--- src/bert_pkg.sv ---
// Shared constants and carrier types for the test pattern block
package bert_pkg;
   // ==========================================
   // Register byte offsets
   localparam logic [7:0] CONTROL_ONE_OFFSET = 8'h00;
   localparam logic [7:0] CONFIG_OFFSET = 8'h04;
   localparam logic [7:0] STATUS_OFFSET = 8'h08;
   // ==========================================
   // Field positions
   localparam int unsigned PATTERN_TYPE_BIT = 7;
   localparam int unsigned ERROR_INSERT_BIT = 6;
   localparam int unsigned DATA_INVERT_BIT = 5;
   localparam int unsigned SWITCH_BIT = 0;
   localparam int unsigned GEN_ENABLE_BIT = 1;
   localparam int unsigned CHECK_ENABLE_BIT = 2;
   localparam int unsigned LOCK_BIT = 0;
   localparam int unsigned ERR_COUNT_LSB = 8;
   localparam logic [7:0] CONTROL_ONE_MASK = 8'hE0;
   // ==========================================
   // Reset values
   localparam logic [7:0] CONTROL_ONE_RESET = 8'h00;
   localparam logic [2:0] CONFIG_RESET = 3'h0;
   localparam logic [19:0] GEN_SEED = 20'h00001;
   // ==========================================
   // Pattern construction and lock counts
   localparam int unsigned PRBS15_TAP_A = 14;
   localparam int unsigned PRBS15_TAP_B = 13;
   localparam int unsigned QRTS_TAP_A = 19;
   localparam int unsigned QRTS_TAP_B = 16;
   localparam logic [4:0] QRTS_ZERO_LIMIT = 5'h0E;
   localparam logic [4:0] ZERO_RUN_MAX = 5'h1F;
   localparam logic [5:0] LOCK_MATCHES = 6'h20;
   localparam logic [2:0] UNLOCK_MISSES = 3'h4;
   localparam logic [7:0] ERR_COUNT_MAX = 8'hFF;
   // ==========================================
   // Types
   typedef struct packed {
      logic to_backplane;
      logic data;
   } stream_word_type;
   typedef enum logic {HUNTING, LOCKED} lock_state_type;
endpackage

--- src/pattern_step.sv ---
// One step of the test pattern sequence, shared by generator and checker
`timescale 1ns/1ps
module pattern_step (
   input wire logic [19:0] history_i,
   input wire logic qrts_i,
   input wire logic [4:0] zero_run_i,
   output logic feedback_o,
   output logic bit_o
);
   logic stuck;

   always_comb
   begin
      stuck = qrts_i ? (history_i == 20'h00000) : (history_i[14:0] == 15'h0000);
      if (stuck)
      begin
         feedback_o = 1'b1;
      end
      else if (qrts_i)
      begin
         feedback_o = history_i[bert_pkg::QRTS_TAP_A] ^ history_i[bert_pkg::QRTS_TAP_B];
      end
      else
      begin
         feedback_o = history_i[bert_pkg::PRBS15_TAP_A] ^ history_i[bert_pkg::PRBS15_TAP_B];
      end
      bit_o = feedback_o | (qrts_i & (zero_run_i >= bert_pkg::QRTS_ZERO_LIMIT));
   end
endmodule

--- src/two_entry_buffer.sv ---
// Two-entry stream buffer with valid and ready on both sides
`timescale 1ns/1ps
module two_entry_buffer (
   input wire logic clk_i,
   input wire logic rst_i,
   input wire logic ce_i,
   input wire logic in_valid_i,
   output logic in_ready_o,
   input wire bert_pkg::stream_word_type in_word_i,
   output logic out_valid_o,
   input wire logic out_ready_i,
   output bert_pkg::stream_word_type out_word_o
);
   typedef struct packed {
      logic valid0;
      logic valid1;
      bert_pkg::stream_word_type word0;
      bert_pkg::stream_word_type word1;
   } buffer_state_type;

   buffer_state_type r;
   buffer_state_type next_r;

   always_comb
   begin
      next_r = r;
      if (r.valid0 & out_ready_i)
      begin
         next_r.valid0 = r.valid1;
         next_r.word0 = r.word1;
         next_r.valid1 = 1'b0;
      end
      if (in_valid_i & ~r.valid1)
      begin
         if (!next_r.valid0)
         begin
            next_r.valid0 = 1'b1;
            next_r.word0 = in_word_i;
         end
         else
         begin
            next_r.valid1 = 1'b1;
            next_r.word1 = in_word_i;
         end
      end
   end

   always_ff @(posedge clk_i)
   begin
      if (rst_i)
      begin
         r <= '0;
      end
      else if (ce_i)
      begin
         r <= next_r;
      end
   end

   assign in_ready_o = ~r.valid1;
   assign out_valid_o = r.valid0;
   assign out_word_o = r.word0;
endmodule

--- src/bert_pattern_control.sv ---
// Test pattern generation, error insertion, inversion and checking with a Wishbone register file
`timescale 1ns/1ps
// What this block does
// - Type bit 0 selects PRBS15 x^15+x^14+1, 1 selects QRTS, for both directions.
// - Switch off: generated pattern is sent toward the line interface.
// - Switch on: generated pattern goes out on the receive backplane instead.
// - Error-insert 0 to 1 change inverts exactly one output bit; holding inserts none.
// - Error insertion works only while generation is enabled; otherwise ignored.
// - Inserted error appears on the line or backplane output per switch.
// - Switch off, invert set: invert generated data and incoming data before checking.
// - Switch on, invert set: invert generated data and incoming data before checking.
// - Invert 0 leaves generated and received data unchanged; 1 inverts both.
module bert_pattern_control (
   input wire logic clk_i,
   input wire logic rst_i,
   input wire logic ce_i,
   input wire logic wb_cyc_i,
   input wire logic wb_stb_i,
   input wire logic wb_we_i,
   input wire logic [7:0] wb_adr_i,
   input wire logic [3:0] wb_sel_i,
   input wire logic [31:0] wb_dat_i,
   output logic [31:0] wb_dat_o,
   output logic wb_ack_o,
   output logic out_valid_o,
   output logic out_data_o,
   output logic out_to_backplane_o,
   input wire logic out_ready_i,
   input wire logic in_valid_i,
   input wire logic in_data_i,
   output logic lock_o
);
   // ==========================================
   // State
   typedef struct packed {
      logic [7:0] control_one;
      logic [2:0] config_bits;
      logic ack;
      logic [31:0] rdata;
      logic insert_prev;
      logic insert_pending;
      logic [19:0] gen_hist;
      logic [4:0] gen_zero;
      logic [19:0] chk_hist;
      logic [4:0] chk_zero;
      bert_pkg::lock_state_type lock_state;
      logic locked;
      logic [5:0] match_run;
      logic [2:0] miss_run;
      logic [7:0] err_count;
   } block_state_type;

   block_state_type r;
   block_state_type next_r;

   logic bus_req;
   logic [5:0] word_adr;
   logic qrts;
   logic invert;
   logic switch_on;
   logic gen_en;
   logic chk_en;
   logic insert_edge;
   logic gen_feedback;
   logic gen_bit;
   logic chk_bit;
   logic push_valid;
   logic push_ready;
   logic chk_take;
   logic rx_bit;
   logic mismatch;
   logic clear_count;
   bert_pkg::stream_word_type push_word;
   bert_pkg::stream_word_type head_word;

   // ==========================================
   // Decoded controls
   assign qrts = r.control_one[bert_pkg::PATTERN_TYPE_BIT];
   assign invert = r.control_one[bert_pkg::DATA_INVERT_BIT];
   assign switch_on = r.config_bits[bert_pkg::SWITCH_BIT];
   assign gen_en = r.config_bits[bert_pkg::GEN_ENABLE_BIT];
   assign chk_en = r.config_bits[bert_pkg::CHECK_ENABLE_BIT];
   assign bus_req = wb_cyc_i & wb_stb_i & ~r.ack;
   assign word_adr = wb_adr_i[7:2];

   // ==========================================
   // Sequence steps
   pattern_step gen_step (
      .history_i(r.gen_hist),
      .qrts_i(qrts),
      .zero_run_i(r.gen_zero),
      .feedback_o(gen_feedback),
      .bit_o(gen_bit)
   );

   pattern_step chk_step (
      .history_i(r.chk_hist),
      .qrts_i(qrts),
      .zero_run_i(r.chk_zero),
      .feedback_o(),
      .bit_o(chk_bit)
   );

   // ==========================================
   // Output stream buffer
   two_entry_buffer out_buffer (
      .clk_i(clk_i),
      .rst_i(rst_i),
      .ce_i(ce_i),
      .in_valid_i(push_valid),
      .in_ready_o(push_ready),
      .in_word_i(push_word),
      .out_valid_o(out_valid_o),
      .out_ready_i(out_ready_i),
      .out_word_o(head_word)
   );

   assign out_data_o = head_word.data;
   assign out_to_backplane_o = head_word.to_backplane;

   // ==========================================
   // Generator path
   always_comb
   begin
      insert_edge = r.control_one[bert_pkg::ERROR_INSERT_BIT] & ~r.insert_prev;
      push_valid = gen_en;
      push_word.data = gen_bit ^ invert ^ r.insert_pending;
      push_word.to_backplane = switch_on;
   end

   // ==========================================
   // Checker path
   always_comb
   begin
      chk_take = in_valid_i & chk_en;
      rx_bit = in_data_i ^ invert;
      mismatch = rx_bit != chk_bit;
      clear_count = bus_req & wb_we_i & wb_sel_i[1] & (word_adr == bert_pkg::STATUS_OFFSET[7:2]);
   end

   // ==========================================
   // Next state
   always_comb
   begin
      next_r = r;
      next_r.ack = bus_req;

      // ==========================================
      // Register writes
      if (bus_req & wb_we_i & wb_sel_i[0])
      begin
         if (word_adr == bert_pkg::CONTROL_ONE_OFFSET[7:2])
         begin
            next_r.control_one = wb_dat_i[7:0] & bert_pkg::CONTROL_ONE_MASK;
         end
         else if (word_adr == bert_pkg::CONFIG_OFFSET[7:2])
         begin
            next_r.config_bits = wb_dat_i[2:0];
         end
      end

      // ==========================================
      // Register reads
      next_r.rdata = 32'h00000000;
      if (bus_req & ~wb_we_i)
      begin
         if (word_adr == bert_pkg::CONTROL_ONE_OFFSET[7:2])
         begin
            next_r.rdata[7:0] = r.control_one;
         end
         else if (word_adr == bert_pkg::CONFIG_OFFSET[7:2])
         begin
            next_r.rdata[2:0] = r.config_bits;
         end
         else if (word_adr == bert_pkg::STATUS_OFFSET[7:2])
         begin
            next_r.rdata[bert_pkg::LOCK_BIT] = r.locked;
            next_r.rdata[bert_pkg::ERR_COUNT_LSB +: 8] = r.err_count;
         end
      end

      // ==========================================
      // Single error insertion, set wins over consumption
      next_r.insert_prev = r.control_one[bert_pkg::ERROR_INSERT_BIT];
      if (push_valid & push_ready)
      begin
         next_r.insert_pending = 1'b0;
      end
      if (insert_edge & gen_en)
      begin
         next_r.insert_pending = 1'b1;
      end
      if (!gen_en)
      begin
         next_r.insert_pending = 1'b0;
      end

      // ==========================================
      // Generator advance
      if (push_valid & push_ready)
      begin
         next_r.gen_hist = {r.gen_hist[18:0], gen_feedback};
         if (gen_bit)
         begin
            next_r.gen_zero = 5'h00;
         end
         else if (r.gen_zero != bert_pkg::ZERO_RUN_MAX)
         begin
            next_r.gen_zero = r.gen_zero + 5'h01;
         end
      end

      // ==========================================
      // Checker history
      if (chk_take)
      begin
         next_r.chk_hist = {r.chk_hist[18:0], rx_bit};
         if (rx_bit)
         begin
            next_r.chk_zero = 5'h00;
         end
         else if (r.chk_zero != bert_pkg::ZERO_RUN_MAX)
         begin
            next_r.chk_zero = r.chk_zero + 5'h01;
         end
      end

      // ==========================================
      // Error counter, a clear in the same cycle as a counted error leaves a count of one
      if (chk_take & mismatch & r.locked)
      begin
         if (clear_count)
         begin
            next_r.err_count = 8'h01;
         end
         else if (r.err_count != bert_pkg::ERR_COUNT_MAX)
         begin
            next_r.err_count = r.err_count + 8'h01;
         end
      end
      else if (clear_count)
      begin
         next_r.err_count = 8'h00;
      end

      // ==========================================
      // Lock tracking
      case (r.lock_state)
         bert_pkg::HUNTING:
         begin
            if (chk_take)
            begin
               if (mismatch)
               begin
                  next_r.match_run = 6'h00;
               end
               else if (r.match_run + 6'h01 == bert_pkg::LOCK_MATCHES)
               begin
                  next_r.lock_state = bert_pkg::LOCKED;
                  next_r.locked = 1'b1;
                  next_r.miss_run = 3'h0;
                  next_r.match_run = 6'h00;
               end
               else
               begin
                  next_r.match_run = r.match_run + 6'h01;
               end
            end
         end
         bert_pkg::LOCKED:
         begin
            if (chk_take)
            begin
               if (!mismatch)
               begin
                  next_r.miss_run = 3'h0;
               end
               else if (r.miss_run + 3'h1 == bert_pkg::UNLOCK_MISSES)
               begin
                  next_r.lock_state = bert_pkg::HUNTING;
                  next_r.locked = 1'b0;
                  next_r.miss_run = 3'h0;
               end
               else
               begin
                  next_r.miss_run = r.miss_run + 3'h1;
               end
            end
         end
         default:
         begin
            next_r.lock_state = bert_pkg::HUNTING;
            next_r.locked = 1'b0;
            next_r.match_run = 6'h00;
            next_r.miss_run = 3'h0;
         end
      endcase
      if (!chk_en)
      begin
         next_r.lock_state = bert_pkg::HUNTING;
         next_r.locked = 1'b0;
         next_r.match_run = 6'h00;
         next_r.miss_run = 3'h0;
      end
   end

   // ==========================================
   // State register
   always_ff @(posedge clk_i)
   begin
      if (rst_i)
      begin
         r.control_one <= bert_pkg::CONTROL_ONE_RESET;
         r.config_bits <= bert_pkg::CONFIG_RESET;
         r.ack <= 1'b0;
         r.rdata <= 32'h00000000;
         r.insert_prev <= 1'b0;
         r.insert_pending <= 1'b0;
         r.gen_hist <= bert_pkg::GEN_SEED;
         r.gen_zero <= 5'h00;
         r.chk_hist <= 20'h00000;
         r.chk_zero <= 5'h00;
         r.lock_state <= bert_pkg::HUNTING;
         r.locked <= 1'b0;
         r.match_run <= 6'h00;
         r.miss_run <= 3'h0;
         r.err_count <= 8'h00;
      end
      else if (ce_i)
      begin
         r <= next_r;
      end
   end

   // ==========================================
   // Outputs
   assign wb_dat_o = r.rdata;
   assign wb_ack_o = r.ack;
   assign lock_o = r.locked;
endmodule

--- config.mk ---
export PLATFORM = sky130hd
export DESIGN_NAME = bert_pattern_control
export DESIGN_NICKNAME = d
export VERILOG_FILES = /design/src/bert_pkg.sv /design/src/pattern_step.sv /design/src/two_entry_buffer.sv /design/src/bert_pattern_control.sv
export SDC_FILE = /design/constraint.sdc
export NUM_CORES = 1
export LEC_CHECK = 0
export BUFFER_PORTS_ARGS = -buffer_cell sky130_fd_sc_hd__buf_2
export CAP_MARGIN = 20
export CORE_ASPECT_RATIO = 0.9
export CORE_MARGIN = 5
export CORE_UTILIZATION = 46
export DETAILED_ROUTE_END_ITERATION = 10
export GPL_TIMING_DRIVEN = 0
export PLACE_DENSITY = 0.76
export SLEW_MARGIN = 20
export SYNTH_ARGS = -nofsm -noshare
export SYNTH_HDL_FRONTEND = slang
export SYNTH_SLANG_ARGS = --single-unit
--- constraint.sdc ---
create_clock -name clk_i -period 2.94 [get_ports clk_i]
set_clock_uncertainty 0.2 [all_clocks]
set_input_delay 0.294 -clock clk_i [delete_from_list [all_inputs] [get_ports clk_i]]
set_output_delay 0.294 -clock clk_i [all_outputs]
set_load 0.02 [all_outputs]
# After elaboration in Yosys (flattened, before gate mapping)
# Cells that the tools add are included.
dict set report op_classes {
  muxes 48
  n_bitwise 31
  n_reduce_logical 21
  eq_ne 17
  addsub 5
  magnitude_cmp 2
}
# op count
set ops {}
lappend ops {{8-bit two-way mux} 7}
lappend ops {{20-bit zero test} 2}
lappend ops {{15-bit zero test} 2}
lappend ops {{5-bit two-way mux} 5}
lappend ops {{6-bit two-way mux} 4}
lappend ops {{11-bit two-way mux} 2}
lappend ops {{3-bit two-way mux} 6}
lappend ops {{3-bit AND reduction} 6}
lappend ops {{1-bit AND} 16}
lappend ops {{16-bit two-way mux} 1}
lappend ops {{2-bit two-way mux} 8}
lappend ops {{1-bit two-way mux} 12}
lappend ops {{5-bit by 1-bit adder with 5-bit output (second input constant)} 2}
lappend ops {{5-bit by 4-bit >= comparator with 1-bit output (second input constant)} 2}
lappend ops {{5-bit inequality test (second input constant)} 2}
lappend ops {{3-bit by 2-bit inequality test with 1-bit output (second input constant)} 3}
lappend ops {{3-bit inequality test (second input constant)} 3}
lappend ops {{8-bit by 1-bit adder with 8-bit output (second input constant)} 1}
lappend ops {{8-bit inequality test (second input constant)} 1}
lappend ops {{2-bit nonzero test} 4}
lappend ops {{7-bit AND reduction} 1}
lappend ops {{1-bit XOR} 7}
lappend ops {{6-bit by 1-bit adder with 6-bit output (second input constant)} 1}
lappend ops {{6-bit by 1-bit == test with 1-bit output (second input constant)} 1}
lappend ops {{other kinds (17)} 25}
dict set report word_totals {
  out_inout_bits 37
  input_bits 53
  ff_bits 100
}

# Depth between registers and ports, before layout
dict set report logic_depth {
  word_depth 9
  mapped_depth 9
  depth_no_buf 8
}

# Hierarchy
# Synthesis repeated with hierarchy kept, for this count alone.
dict set report unflattened {
  hier_cells 575
  hier_area_um2 4675.7
}
# module instances area_each_um2 cells_each
set by_module_without_submodules {}
lappend by_module_without_submodules {bert_pattern_control 1 4165.2 508}
lappend by_module_without_submodules {two_entry_buffer 1 310.3 37}
lappend by_module_without_submodules {pattern_step 2 100.1 15}

# Least setup slack after synthesis
# OpenSTA, ideal clock, no wires.
dict set report synth_path {
  kind {flip-flop to flip-flop}
  from {reg r[32] (netlist bit)}
  to {reg r[8] (netlist bit)}
  period_less_slack_ns 2.272
  path_buffers 0
  path_stages_with_launch 7
  slack_ns 0.668
  arrival_time_ns 2.012
  required_time_ns 2.680
  cell_sequence {dfxtp_1 -> or4_4 -> nor4_4 -> a41oi_4 -> xnor2_2 -> nor4b_1 -> mux2_2}
}
dict set report synth_between {
  elab_chain_cells 9
  elab_cells_between_ends 12
}
# element line
set synth_rtl {}
lappend synth_rtl {{start: declaration} bert_pattern_control.sv:53} ;# block_state_type r;
lappend synth_rtl {{start signal: assignment} bert_pattern_control.sv:331} ;# r <= next_r;
lappend synth_rtl {{20-bit zero test / 15-bit zero test (equally long branches)} pattern_step.sv:14} ;# stuck = qrts_i ? (history_i == 20'h00000) : (history_i[14:0] == 15'h0000);
lappend synth_rtl {{1-bit two-way mux *} pattern_step.sv:14}
lappend synth_rtl {{1-bit two-way mux *} pattern_step.sv:15} ;# if (stuck)
lappend synth_rtl {{1-bit bitwise OR *} pattern_step.sv:27} ;# bit_o = feedback_o | (qrts_i & (zero_run_i >= bert_pkg::QRTS_ZERO_LIMIT));
lappend synth_rtl {{1-bit inequality test *} bert_pattern_control.sv:137} ;# mismatch = rx_bit != chk_bit;
lappend synth_rtl {{3-bit two-way mux} bert_pattern_control.sv:274} ;# if (!mismatch)
lappend synth_rtl {{3-bit two-way mux} bert_pattern_control.sv:272} ;# if (chk_take)
lappend synth_rtl {{3-bit one-hot mux with 2 select lines} bert_pattern_control.sv:248} ;# case (r.lock_state)
lappend synth_rtl {{11-bit two-way mux} bert_pattern_control.sv:298} ;# if (!chk_en)
# Every way passes the cells marked *; elsewhere a longest branch is shown, timed or not. The select of a mux whose other input is x is not followed.
# A chain may end at the register's enable or synchronous reset.

# Worst setup path after layout
# Same ends and word-level chain as after synthesis.

==> flow_summary.toml <==
[outcome]
outcome = "finished clean"

[power]
power_frac_comb = 0.047
swShare = 0.220
seq_power_share = 0.484
ir_drop_mv = 0.345
p_per_area_nw_per_um2 = 505
pwr-share-clk = 0.470
p_sw_uw = 605
p_int_mw = 2.15
p_leak_nw = 2.16

[drt]
vias = 4029
drc_errors = 0
wl_mm = 10.4
ant_nets = 0
routed_via_density = 5.27
wl_per_cell_um = 13.7
drt_first_pass_iters = 4
first_iter_violations = 267

[place]
place.gp.congestion = 0.864
detailed_place.area_um2 = 5100
io_buffers = 39
hpwl_mm = 7.77

[cells_and_area]
drive_gt1_frac = 0.162
num-nets-final = 694
n_antenna_cell = 0
area_growth_pct = 16.4
final_area_um2 = 5450
utilization = 0.539

[clocking]
clk_pin_slew_ns = 0.07
clock_latency_ns = 0.34
cts.sinks = 98
clockBufferDepth = 2
cts_setup_buffers = 0
ctsHoldBuffers = 2
cts_buffers = 9
cts_tree = "built"
root_buffer = "clkbuf_16"
htreeDepth = 3
ctsResizeCount = 0

[sta]
report.final.slew_viol_count = 0
finalCritPeriodShare = 0.851
setup_violations = 0
worst_slew_pin_slew_ns = 0.780
timing.fmax_ghz = 0.400
min_period_ns = 2.50
relSlewSlack = 0.476
finalSetupTns_ns = 0
rsz0062_at_grt = "false"
hold_viol_final = 0
hold_slack_ns = 0.00735

[floorplan]
die_w_um = 116
die_area_um2 = 12300
rows = 35
die_h_um = 106
start_util = 0.463
coreArea_um2 = 10100
io_pins = 90

[synth]
avgSynthCellArea_um2 = 8.35
synth_seq_cells = 98
yosys.area.top_type = "dfxtp_1"
syn_area_um2 = 4680
synthTopCellsByArea = "dfxtp_1 (42%), nand2_1 (7.8%), a21oi_1 (6.0%)"
ys_seq_area_frac = 0.419
ys_types = 60
yosysTopAreaCellShare = 0.419
ys.warnings.count = 0
synth-edff-count = 0
syn_inst = 561
async_flop_share = 0
synth_ff_type = "dfxtp_1"

[global_route]
antenna_found_initial = 0
grt_max_degree = 17
track_usage = 0.176
grt.overflow.total = 0
grt_first_pass_wirelength_mm = 17.6
grt_pass1_vias = 3819

[worst_hold_path]
hp-class = "in2reg"

[setup_path]
cp-start-kind = "register"
worstSetupEndpointType = "register"
critPathArrivalTime_ns = 2.59
required_ns = 3.03
critical_path_class = "reg2reg"
worstPathMaxFanout = 4

[flow_run]
cap_violations = 0
[worst max-delay path, stage by stage (launching register included)]
cell	delay (ns)
dfxtp_1	0.33
or4_4	0.54
nor4_4	0.21
a41oi_4	0.23
xnor2_2	0.21
nor4b_1	0.47
mux2_2	0.24
[power by group through the flow]
| stage | registers, mW | logic [mW] | clock network [mW] |
|---|---|---|---|
| finish | 1.33 | 0.128 | 1.29 |
| global route | 1.33 | 0.140 | 1.37 |
| CTS | 1.33 | 0.126 | 1.30 |
| detailed placement | 1.36 | 0.124 | 0 |
| global placement | 1.36 | 0.122 | 0 |
| floorplan | 1.36 | 0.0847 | 0 |
[worst paths after layout]
check         startpoint     to  slack, ns  cells past startpoint
min          wb_dat_i[7]   qrts      0.007                      3
min reg2reg        r[41]  r[42]       0.27                      2
max                r[32]   r[8]       0.44                      6
max reg2reg        r[32]   r[8]       0.44                      6
[placed cells by master, fill, tap and decap left out, types with 3 or more instances in the layout]
| cell | netlist | layout |
|---|---|---|
| a211o_1 | 7 | 7 |
| nand4_1 | 5 | 5 |
| xnor2_1 | 7 | 7 |
| buf_4 | 33 | 33 |
| nor4_2 | 3 | 3 |
| and3_1 | 9 | 9 |
| o211ai_1 | 4 | 4 |
| conb_1 | 1 | 18 |
| nand3_1 | 19 | 19 |
| a22oi_1 | 16 | 16 |
| nand2_1 | 97 | 97 |
| nor2_1 | 40 | 40 |
| clkbuf_1 | 22 | 23 |
| buf_1 | 3 | 3 |
| a211oi_1 | 3 | 3 |
| ha_1 | 11 | 11 |
| and3b_1 | 3 | 3 |
| buf_2 | 1 | 40 |
| mux2i_1 | 13 | 13 |
| dfxtp_1 | 98 | 98 |
| inv_1 | 16 | 16 |
| nand3b_1 | 5 | 5 |
| nor3_1 | 13 | 13 |
| or4_1 | 3 | 3 |
| clkbuf_16 | 0 | 9 |
| nor4_1 | 5 | 5 |
| a21oi_1 | 56 | 56 |
| o21ai_0 | 10 | 10 |
| o21ai_1 | 7 | 7 |
| nand2b_1 | 5 | 5 |
| a31oi_1 | 7 | 7 |
[synth_stat cells, types with 3 or more instances]
master	number
dfxtp_1	98
nand2_1	97
a21oi_1	56
nor2_1	40
buf_4	33
clkbuf_1	22
nand3_1	19
a22oi_1	16
inv_1	16
mux2i_1	13
nor3_1	13
ha_1	11
o21ai_0	10
and3_1	9
a211o_1	7
a31oi_1	7
o21ai_1	7
xnor2_1	7
nand2b_1	5
nand3b_1	5
nand4_1	5
nor4_1	5
o211ai_1	4
a211oi_1	3
and3b_1	3
buf_1	3
nor4_2	3
or4_1	3
[layout make-up]
type,instances,area (um^2)
plain buffers,59,347
clock buffers,11,243
clock inverters,5,85.1
fillers,958,4660
inverters,17,63.8
multi-input cells,404,2380
flip-flops and latches,98,1960
well taps,129,161
repair buffers,41,215
[cell families after synthesis]
logic type / Yosys count / share of synthesized area
compound gates: 125 / 0.171
fa+ha+maj: 11 / 0.0294
xor+xnor: 11 / 0.0238
mux: 15 / 0.0334
buf+inv: 76 / 0.0876
flops: 98 / 0.419
other cells: 1 / 0.000801
simple gates: 224 / 0.235
[state kept, by name, summed over array words and instances (netlist names)]
| name | count |
|---|---|
| r | 70 |
| out_buffer.out_word_o | 2 |
| wb_dat_o | 14 |
| lock_o | 1 |
| next_r | 1 |
| push_word | 1 |
| qrts | 1 |
| invert | 1 |
| out_buffer.out_valid_o | 1 |
| gen_en | 1 |
| wb_ack_o | 1 |
| out_buffer.r | 3 |
| chk_en | 1 |
[layer usage]
metal | track usage | vias to the layer above | wire, um
met5 | 0 | - | 0
li1 | - | 2057 | -
met3 | 0.0379 | 15 | 586
met1 | 0.222 | 1867 | 4730
met2 | 0.292 | 90 | 4960
met4 | 0.0630 | 0 | 173
[through the flow]
stage	cells	setup WS [ns]	total power, mW
after floorplan	578	0.668	1.45
after global placement	746	0.347	1.48
after detailed placement	746	0.306	1.49
after CTS	764	0.417	2.76
after global routing	764	0.254	2.84
final	764	0.439	2.75
(Power assumes the default switching activity.)
